### src/hw/cfrfh_pkg.sv
// Purpose: constants, state enum and register struct of the calibration read frame handler
// Assumes: one byte per handshake, header bytes in frame order
// Notes: status codes and the result table are local choices
// Operation
// - Command and response headers start with sync word 0xA1EC, marking a header.
// - Byte after the sync word is protocol version 0x03 in both directions.
// - Any payload follows the header as plain bytes from frame offset 0x40.
// - Header checksum at 0x3E covers the 60 bytes 0x02 through 0x3D.
// - Header checksum is a CRC, polynomial 0x1021, starting from zero.
// - Payload checksum at 0x3A is CRC 0x04C11DB7 starting at 0xFFFFFFF.
// - Flag bit 0 set skips payload check; host keeps it zero.
// - Response echoes the command byte and sub-command byte unchanged.
// - Response length and payload checksum are zero; no data follows it.
// - Flash-update requests disregard the sub-command byte whatever its value.
package cfrfh_pkg;
    localparam logic [7:0] SYNC_HI = 8'hA1;
    localparam logic [7:0] SYNC_LO = 8'hEC;
    localparam logic [7:0] PROTO_REV = 8'h03;
    localparam logic [7:0] CMD_RD_DEPTH = 8'h8D;
    localparam logic [7:0] CMD_RD_COLOUR = 8'h8E;
    localparam logic [7:0] CMD_RD_EXTR = 8'h8F;
    localparam logic [7:0] CMD_FL_BOOT = 8'h0B;
    localparam logic [7:0] CMD_FL_APP = 8'h0C;
    localparam logic [5:0] OFS_SYNC_HI = 6'h00;
    localparam logic [5:0] OFS_SYNC_LO = 6'h01;
    localparam logic [5:0] OFS_VER = 6'h02;
    localparam logic [5:0] OFS_CMD = 6'h03;
    localparam logic [5:0] OFS_SUB = 6'h04;
    localparam logic [5:0] OFS_STAT = 6'h05;
    localparam logic [5:0] OFS_FLAGS_HI = 6'h06;
    localparam logic [5:0] OFS_FLAGS_LO = 6'h07;
    localparam logic [5:0] OFS_LEN_HI = 6'h08;
    localparam logic [5:0] OFS_LEN_LO = 6'h0B;
    localparam logic [5:0] OFS_PCRC_HI = 6'h3A;
    localparam logic [5:0] OFS_PCRC_LO = 6'h3D;
    localparam logic [5:0] OFS_HCRC_HI = 6'h3E;
    localparam logic [5:0] HDR_LAST = 6'h3F;
    localparam logic [5:0] CRC_FIRST = 6'h02;
    localparam logic [5:0] CRC_LAST = 6'h3D;
    localparam logic [6:0] PAYLOAD_OFS = 7'h40;
    localparam int FLAG_NO_PCRC = 0;
    localparam logic [15:0] CRC16_POLY = 16'h1021;
    localparam logic [15:0] CRC16_INIT = 16'h0000;
    localparam logic [31:0] CRC32_POLY = 32'h04C11DB7;
    localparam logic [31:0] CRC32_INIT = 32'h0FFFFFFF;
    localparam logic [7:0] STAT_OK = 8'h00;
    localparam logic [7:0] STAT_BAD_VER = 8'h01;
    localparam logic [7:0] STAT_BAD_CMD = 8'h02;
    localparam logic [7:0] STAT_HDR_CRC = 8'h03;
    localparam logic [7:0] STAT_PL_CRC = 8'h04;

    typedef enum logic [1:0] {
        S_HDR = 2'b00,
        S_PL = 2'b01,
        S_RSP = 2'b10
    } cfrfh_state_e;

    typedef struct packed {
        cfrfh_state_e st;
        logic [5:0] idx;
        logic [31:0] len_cnt;
        logic [7:0] cmd;
        logic [7:0] sub;
        logic [15:0] flags;
        logic [31:0] len;
        logic [31:0] pcrc;
        logic [7:0] hcrc_hi;
        logic ver_bad;
        logic [15:0] crc16;
        logic [15:0] tcrc;
        logic [31:0] crc32;
        logic [7:0] status;
        logic rx_ready;
        logic tx_valid;
        logic [7:0] tx_data;
        logic pl_valid;
        logic [7:0] pl_data;
        logic req_valid;
        logic done;
    } cfrfh_regs_s;

    localparam cfrfh_regs_s REGS_RST = '{st: S_HDR, rx_ready: 1'b1, default: '0};
endpackage

### src/hw/cfrfh_crc.sv
// Purpose: one-byte step of an MSB-first CRC, no reflection, no final xor
// Assumes: caller holds the running value in its own register
// Notes: purely combinational
`timescale 1ns/1ps
`default_nettype none
module cfrfh_crc #(
    parameter int W = 16,
    parameter logic [W-1:0] POLY = {W{1'b0}}
) (
    input wire logic [W-1:0] crc_in,
    input wire logic [7:0] data_in,
    output logic [W-1:0] crc_out
);
    logic [W-1:0] step [0:8];

    assign step[0] = crc_in;
    for (genvar i = 0; i < 8; i++) begin : g_bit
        logic fb;
        assign fb = step[i][W-1] ^ data_in[7-i];
        assign step[i+1] = {step[i][W-2:0], 1'b0} ^ (fb ? POLY : {W{1'b0}});
    end
    assign crc_out = step[8];
endmodule
`default_nettype wire

### src/hw/cfrfh_frame_handler.sv
// Purpose: receive a request header and payload, check it, send the response header
// Assumes: byte streams from logic on sys_clk; payload sink never stalls
// Notes: a bad header checksum skips the payload, since its length is untrusted
`timescale 1ns/1ps
`default_nettype none
module cfrfh_frame_handler
    import cfrfh_pkg::*;
(
    input wire logic sys_clk,
    input wire logic rst_n,
    input wire logic rx_valid,
    input wire logic [7:0] rx_data,
    output logic rx_ready,
    output logic tx_valid,
    output logic [7:0] tx_data,
    input wire logic tx_ready,
    output logic pl_valid,
    output logic [7:0] pl_data,
    output logic req_valid,
    output logic [7:0] req_cmd,
    output logic [31:0] req_len,
    output logic frame_done,
    output logic [7:0] frame_status
);
    cfrfh_regs_s state_r;
    cfrfh_regs_s state_nxt;
    logic rx_fire;
    logic tx_fire;
    logic [5:0] nidx;
    logic [7:0] tx_next;
    logic [15:0] crc16_rx;
    logic [15:0] crc16_tx;
    logic [31:0] crc32_rx;
    logic cmd_known;
    logic hdr_crc_ok;
    logic go_rsp;

    function automatic logic [7:0] rsp_byte(input logic [5:0] i, input cfrfh_regs_s r);
        logic [7:0] b;
        case (i)
            OFS_SYNC_HI: b = SYNC_HI;
            OFS_SYNC_LO: b = SYNC_LO;
            OFS_VER: b = PROTO_REV;
            OFS_CMD: b = r.cmd;
            OFS_SUB: b = r.sub;
            OFS_STAT: b = r.status;
            OFS_FLAGS_HI: b = r.flags[15:8];
            OFS_FLAGS_LO: b = r.flags[7:0];
            OFS_HCRC_HI: b = r.tcrc[15:8];
            HDR_LAST: b = r.tcrc[7:0];
            default: b = 8'h00;
        endcase
        return b;
    endfunction

    function automatic logic [7:0] pl_check(input logic [31:0] crc, input cfrfh_regs_s r);
        logic [7:0] s;
        s = r.status;
        if (s == STAT_OK && !r.flags[FLAG_NO_PCRC] && crc != r.pcrc) begin
            s = STAT_PL_CRC;
        end
        return s;
    endfunction

    assign rx_fire = rx_valid && state_r.rx_ready;
    assign tx_fire = state_r.tx_valid && tx_ready;
    assign nidx = state_r.idx + 6'h01;
    assign tx_next = rsp_byte(nidx, state_r);
    assign hdr_crc_ok = ({state_r.hcrc_hi, rx_data} == state_r.crc16);
    // Sub-command plays no part in accepting a command
    assign cmd_known = (state_r.cmd == CMD_RD_DEPTH) || (state_r.cmd == CMD_RD_COLOUR)
        || (state_r.cmd == CMD_RD_EXTR) || (state_r.cmd == CMD_FL_BOOT)
        || (state_r.cmd == CMD_FL_APP);

    cfrfh_crc #(.W(16), .POLY(CRC16_POLY)) u_crc_rx16 (
        .crc_in(state_r.crc16),
        .data_in(rx_data),
        .crc_out(crc16_rx)
    );

    cfrfh_crc #(.W(16), .POLY(CRC16_POLY)) u_crc_tx16 (
        .crc_in(state_r.tcrc),
        .data_in(tx_next),
        .crc_out(crc16_tx)
    );

    cfrfh_crc #(.W(32), .POLY(CRC32_POLY)) u_crc_rx32 (
        .crc_in(state_r.crc32),
        .data_in(rx_data),
        .crc_out(crc32_rx)
    );

    always_comb begin
        state_nxt = state_r;
        state_nxt.pl_valid = 1'b0;
        state_nxt.req_valid = 1'b0;
        state_nxt.done = 1'b0;
        go_rsp = 1'b0;
        case (state_r.st)
            S_HDR: begin
                if (rx_fire) begin
                    state_nxt.idx = nidx;
                    if (state_r.idx == OFS_SYNC_HI) begin
                        state_nxt.crc16 = CRC16_INIT;
                        if (rx_data != SYNC_HI) begin
                            state_nxt.idx = OFS_SYNC_HI;
                        end
                    end
                    if (state_r.idx == OFS_SYNC_LO && rx_data != SYNC_LO) begin
                        // A repeated first sync byte may itself open the header
                        state_nxt.idx = (rx_data == SYNC_HI) ? OFS_SYNC_LO : OFS_SYNC_HI;
                    end
                    if (state_r.idx >= CRC_FIRST && state_r.idx <= CRC_LAST) begin
                        state_nxt.crc16 = crc16_rx;
                    end
                    if (state_r.idx == OFS_VER) begin
                        state_nxt.ver_bad = (rx_data != PROTO_REV);
                    end
                    if (state_r.idx == OFS_CMD) begin
                        state_nxt.cmd = rx_data;
                    end
                    if (state_r.idx == OFS_SUB) begin
                        state_nxt.sub = rx_data;
                    end
                    if (state_r.idx == OFS_FLAGS_HI || state_r.idx == OFS_FLAGS_LO) begin
                        state_nxt.flags = {state_r.flags[7:0], rx_data};
                    end
                    if (state_r.idx >= OFS_LEN_HI && state_r.idx <= OFS_LEN_LO) begin
                        state_nxt.len = {state_r.len[23:0], rx_data};
                    end
                    if (state_r.idx >= OFS_PCRC_HI && state_r.idx <= OFS_PCRC_LO) begin
                        state_nxt.pcrc = {state_r.pcrc[23:0], rx_data};
                    end
                    if (state_r.idx == OFS_HCRC_HI) begin
                        state_nxt.hcrc_hi = rx_data;
                    end
                    if (state_r.idx == HDR_LAST) begin
                        state_nxt.idx = OFS_SYNC_HI;
                        state_nxt.len_cnt = state_r.len;
                        state_nxt.crc32 = CRC32_INIT;
                        if (!hdr_crc_ok) begin
                            state_nxt.status = STAT_HDR_CRC;
                            go_rsp = 1'b1;
                        end else begin
                            if (state_r.ver_bad) begin
                                state_nxt.status = STAT_BAD_VER;
                            end else if (!cmd_known) begin
                                state_nxt.status = STAT_BAD_CMD;
                            end else begin
                                state_nxt.status = STAT_OK;
                                state_nxt.req_valid = 1'b1;
                            end
                            if (state_r.len == 32'h00000000) begin
                                if (state_nxt.status == STAT_OK) begin
                                    // Fresh status, not the one left by the last frame
                                    state_nxt.status = pl_check(CRC32_INIT, state_nxt);
                                end
                                go_rsp = 1'b1;
                            end else begin
                                state_nxt.st = S_PL;
                            end
                        end
                    end
                end
            end
            S_PL: begin
                if (rx_fire) begin
                    state_nxt.pl_valid = 1'b1;
                    state_nxt.pl_data = rx_data;
                    state_nxt.crc32 = crc32_rx;
                    state_nxt.len_cnt = state_r.len_cnt - 32'h00000001;
                    if (state_r.len_cnt == 32'h00000001) begin
                        state_nxt.status = pl_check(crc32_rx, state_r);
                        go_rsp = 1'b1;
                    end
                end
            end
            S_RSP: begin
                if (tx_fire) begin
                    if (state_r.idx == HDR_LAST) begin
                        // Nothing follows the response header
                        state_nxt.tx_valid = 1'b0;
                        state_nxt.done = 1'b1;
                        state_nxt.st = S_HDR;
                        state_nxt.rx_ready = 1'b1;
                        state_nxt.idx = OFS_SYNC_HI;
                    end else begin
                        state_nxt.idx = nidx;
                        state_nxt.tx_data = tx_next;
                        if (nidx >= CRC_FIRST && nidx <= CRC_LAST) begin
                            state_nxt.tcrc = crc16_tx;
                        end
                    end
                end
            end
            default: begin
                state_nxt = REGS_RST;
            end
        endcase
        if (go_rsp) begin
            // Request side stalls while the response goes out
            state_nxt.st = S_RSP;
            state_nxt.rx_ready = 1'b0;
            state_nxt.idx = OFS_SYNC_HI;
            state_nxt.tcrc = CRC16_INIT;
            state_nxt.tx_valid = 1'b1;
            state_nxt.tx_data = SYNC_HI;
        end
    end

    always_ff @(posedge sys_clk or negedge rst_n) begin
        if (!rst_n) begin
            state_r <= REGS_RST;
        end else begin
            state_r <= state_nxt;
        end
    end

    assign rx_ready = state_r.rx_ready;
    assign tx_valid = state_r.tx_valid;
    assign tx_data = state_r.tx_data;
    assign pl_valid = state_r.pl_valid;
    assign pl_data = state_r.pl_data;
    assign req_valid = state_r.req_valid;
    assign req_cmd = state_r.cmd;
    assign req_len = state_r.len;
    assign frame_done = state_r.done;
    assign frame_status = state_r.status;
endmodule
`default_nettype wire

### config.mk
export PLATFORM = sky130hd
export DESIGN_NAME = cfrfh_frame_handler
export DESIGN_NICKNAME = d
export VERILOG_FILES = /design/src/hw/cfrfh_pkg.sv /design/src/hw/cfrfh_crc.sv /design/src/hw/cfrfh_frame_handler.sv
export SDC_FILE = /design/constraint.sdc
export NUM_CORES = 1
export LEC_CHECK = 0
export ABC_AREA = 1
export BUFFER_PORTS_ARGS = -buffer_cell sky130_fd_sc_hd__clkbuf_2
export CORE_MARGIN = 3
export CORE_UTILIZATION = 25
export CTS_CLUSTER_DIAMETER = 200
export CTS_CLUSTER_SIZE = 16
export DETAILED_ROUTE_END_ITERATION = 16
export GPL_ROUTABILITY_DRIVEN = 0
export GPL_TIMING_DRIVEN = 0
export PLACE_DENSITY_LB_ADDON = 0.08
export SETUP_SLACK_MARGIN = 0.4
export SLEW_MARGIN = 10
export SYNTH_ARGS = -nofsm -noshare
export SYNTH_HDL_FRONTEND = slang
export SYNTH_HIERARCHICAL = 1
export SYNTH_SLANG_ARGS = --single-unit
### constraint.sdc
create_clock -name sys_clk -period 2.45 [get_ports sys_clk]
set_input_delay 0.49 -clock sys_clk [delete_from_list [all_inputs] [get_ports sys_clk]]
set_output_delay 0.49 -clock sys_clk [all_outputs]
set_load 0.01 [all_outputs]
==> out/summary.txt <==
Post-DP HPWL: 43,000 microns
Crit-path slowest cell: dfrtp_2
Failing checks: negative setup slack
RR Startpoint: state_r[230]
Routed Antenna Nets: 0
Leak: 10.4 nW
Cells after Synth: 2,188
Worst setup margin: -0.208 ns
Fillers: 6,370
Max Buffers Root-to-Sink: 3
Vias in the first global route: 14,600
Io pins: 81
Largest net degree at the start of global routing: 91
Initial antenna violation count: 0
Pwr dens: 620 nW/um^2
Total CTS buffers: 18
Tmin final: 2.66 ns
Post-DP Area: 16,800 sq um
CTS H-tree lvls: 1
Pre-CTS setup slack: -0.985 ns
Antenna diodes: 0
Starting Density: 25.6%
Startpoint types: register
Synth Warn #: 6
Placed Cells: 3,042
CTS tree: built
Die Y: 253 microns
Core Rows: 89
Nets: 2,519
Worst-Skew Late Latency: 0.53 ns
Delay of the slowest critical-path stage: 0.45 ns
Hold slack: 0.240 ns
Final instance area: 20,900 sq um
Routed wire per std cell: 18.3 microns
Max_cap viols: 0
Outcome: finished with violations
Post-synth EDFFs: 0
Clock skew: 0.0168 ns
GRT Resource Usage Total: 18.3%
Grt total ovfl: 0
Slew margin rel.: 56.1%
Synthesized area per cell: 6.98 sq um
Setup crit start: state_r[230]
#FFs+latches synth: 233
Netlist Area Pre-Place: 15,300 sq um
Worst Setup End Kind: register
Fin crit share: 108%
Peak VDD IR: 0.370 mV
Final wirelength: 60,000 microns
Hold Violations, Final: 0
Root buffer cell: clkbuf_16
Area Overhead vs Synth: 36.6%
Most common cell after layout, fill and taps aside: nand2_1
Top FF cell, synth: dfrtp_1
Max Fclk: 376 MHz
RSZ-0062 raised after global routing: yes
Via count: 15,300
Worst min-delay path startpoint: tx_ready
Critical Path RT: 2.87 ns
Distinct cell type count after synthesis: 47
FFs w/ async S/R, synth: 100%
DRC: 0
Worst Path Arrival: 3.08 ns
Worst slew pin tran: 0.659 ns
Tot Pwr: 12.9 mW
First-pass DRT Iterations: 5
Die Area: 64,100 sq um
Clk slew on worst S/H paths: 0.09 ns
Layout cells sized above 1: 35.0%
Core area: 59,700 sq um
CP max FO: 8
Initial DRC Count: 958
Port-buffer cells: 75
Most frequent cells in the layout: nand2_1 (558), buf_4 (254), inv_1 (230)
Die width: 253 microns
Crit path kind: reg -> reg
Setup violations, final: 19
Worst min-delay path class: in -> reg
Sequential-to-total area share from yosys stat: 38.2%
Layout Cells excl Fill: 3,275
Critical-path cell list: ha_4, inv_4, nor2_4, xor2_1, inv_1, nor2_4, buf_12, buf_6, nand2_8, o22ai_4, nor2_1, nand4_1, inv_1, nand2_1, nand2_2, nand2_2, nand2_1, buf_4, nand2_2, nand2_1
Avg Vias per Cell: 4.68
Sink Count: 233
Final Max Slew Viols: 0
First-pass GRT wire length: 90,100 microns
## worst paths after layout
check / slack (ns) / cells after the start / endpoint
max: -0.21 / 20 / state_r[61]
min: 0.24 / 3 / frame_done
max reg2reg: -0.21 / 20 / state_r[61]
min reg2reg: 0.48 / 2 / tx_data[4]
max in group asynchronous: 0.99 / 3 / state_r[208]
min in group asynchronous: 0.51 / 2 / tx_data[6]
## synthesized netlist by cell type (all sizes together) (16+ instances only)
| cell | n | area, sq um |
|---|---|---|
| dfrtp | 232 | 5810 |
| nor2 | 164 | 661 |
| xor2 | 57 | 522 |
| buf | 95 | 673 |
| nand3 | 144 | 746 |
| a21oi | 23 | 115 |
| clkbuf | 47 | 176 |
| xnor2 | 22 | 211 |
| o22ai | 44 | 275 |
| o21ai | 235 | 1210 |
| nor3 | 16 | 80.1 |
| nand2 | 717 | 2870 |
| nand4 | 20 | 125 |
| inv | 290 | 1090 |
## area by class of cell
class                      instances  area [sq um]  share of cell area (%)
timing repair buffer             282          2180                    10.4
clock buffer                      26           502                    2.41
buffer                           142          1130                    5.44
tap                              773           967                    4.64
clock inverter                     1          8.76                  0.0420
inverter                         290          1170                    5.62
multi-input combinational       1528          9020                    43.2
sequential                       233          5870                    28.2
## layer usage
metal	vias to the layer above	part of all wire (%)	wire [microns]	global-route usage, %
li1	7498	-	-	-
met1	7489	47	28500	26.0
met2	280	47	28000	30.2
met3	55	4.0	2390	2.04
met4	0	1.9	1160	3.71
met5	-	0	0	0
## critical path, delay by kind of cell (launching register included)
family                     cells  cell delay, ns
AOI/OAI and AO/OA              1            0.16
and+or+nand+nor               11            0.97
DFF                            1            0.45
xor gates and xnor gates       1            0.16
adders and majority gates      1            0.18
buffers and inverters          6            0.62
## metrics by stage
stage          util (%)  setup TNS [ns]
6_report           34.9           -2.40
5_1_grt            34.9           -5.05
4_1_cts            32.3           -1.60
3_5_place_dp       28.2          -89.44
3_3_place_gp       28.1        -1176.96
2_1_floorplan         -               0
## kinds of logic (layout without fill, tap and decap cells)
group	Yosys count	count (layout)	synth area share (%)
other	1	5	0.0246
xor gates and xnor gates	79	79	4.80
DFF	233	233	38.2
adders and majority gates	12	12	0.984
and+or+nand+nor	1089	1090	30.6
AOI/OAI and AO/OA	342	342	12.7
buffers and inverters	432	741	12.7
## what timing repair did
action,in CTS,in global routing
resized for setup,336,301
buffers inserted,106,91
pin swaps,65,144
hold buffers,1,0
gates cloned,3,5
endpoints found under the setup margin,233,199
endpoints found under the hold margin,54,0
## where the power goes
group | leakage [nW] | total, mW | switching (mW) | internal (mW)
logic | 6.99 | 5.47 | 3.19 | 2.28
registers | 3.17 | 4.41 | 0.266 | 4.14
clock network | 0.247 | 3.04 | 1.61 | 1.43
total | 10.4 | 12.9 | 5.06 | 7.86
## state kept, by name, indices dropped and copies added, names as in the netlist
| register | count |
|---|---|
| tx_valid | 1 |
| req_len | 32 |
| frame_done | 1 |
| frame_status | 3 |
| pl_valid | 1 |
| state_r | 169 |
| tx_data | 8 |
| req_valid | 1 |
| rx_ready | 1 |
| pl_data | 8 |
| req_cmd | 8 |
Note: power is estimated with default switching activity, not from simulation.
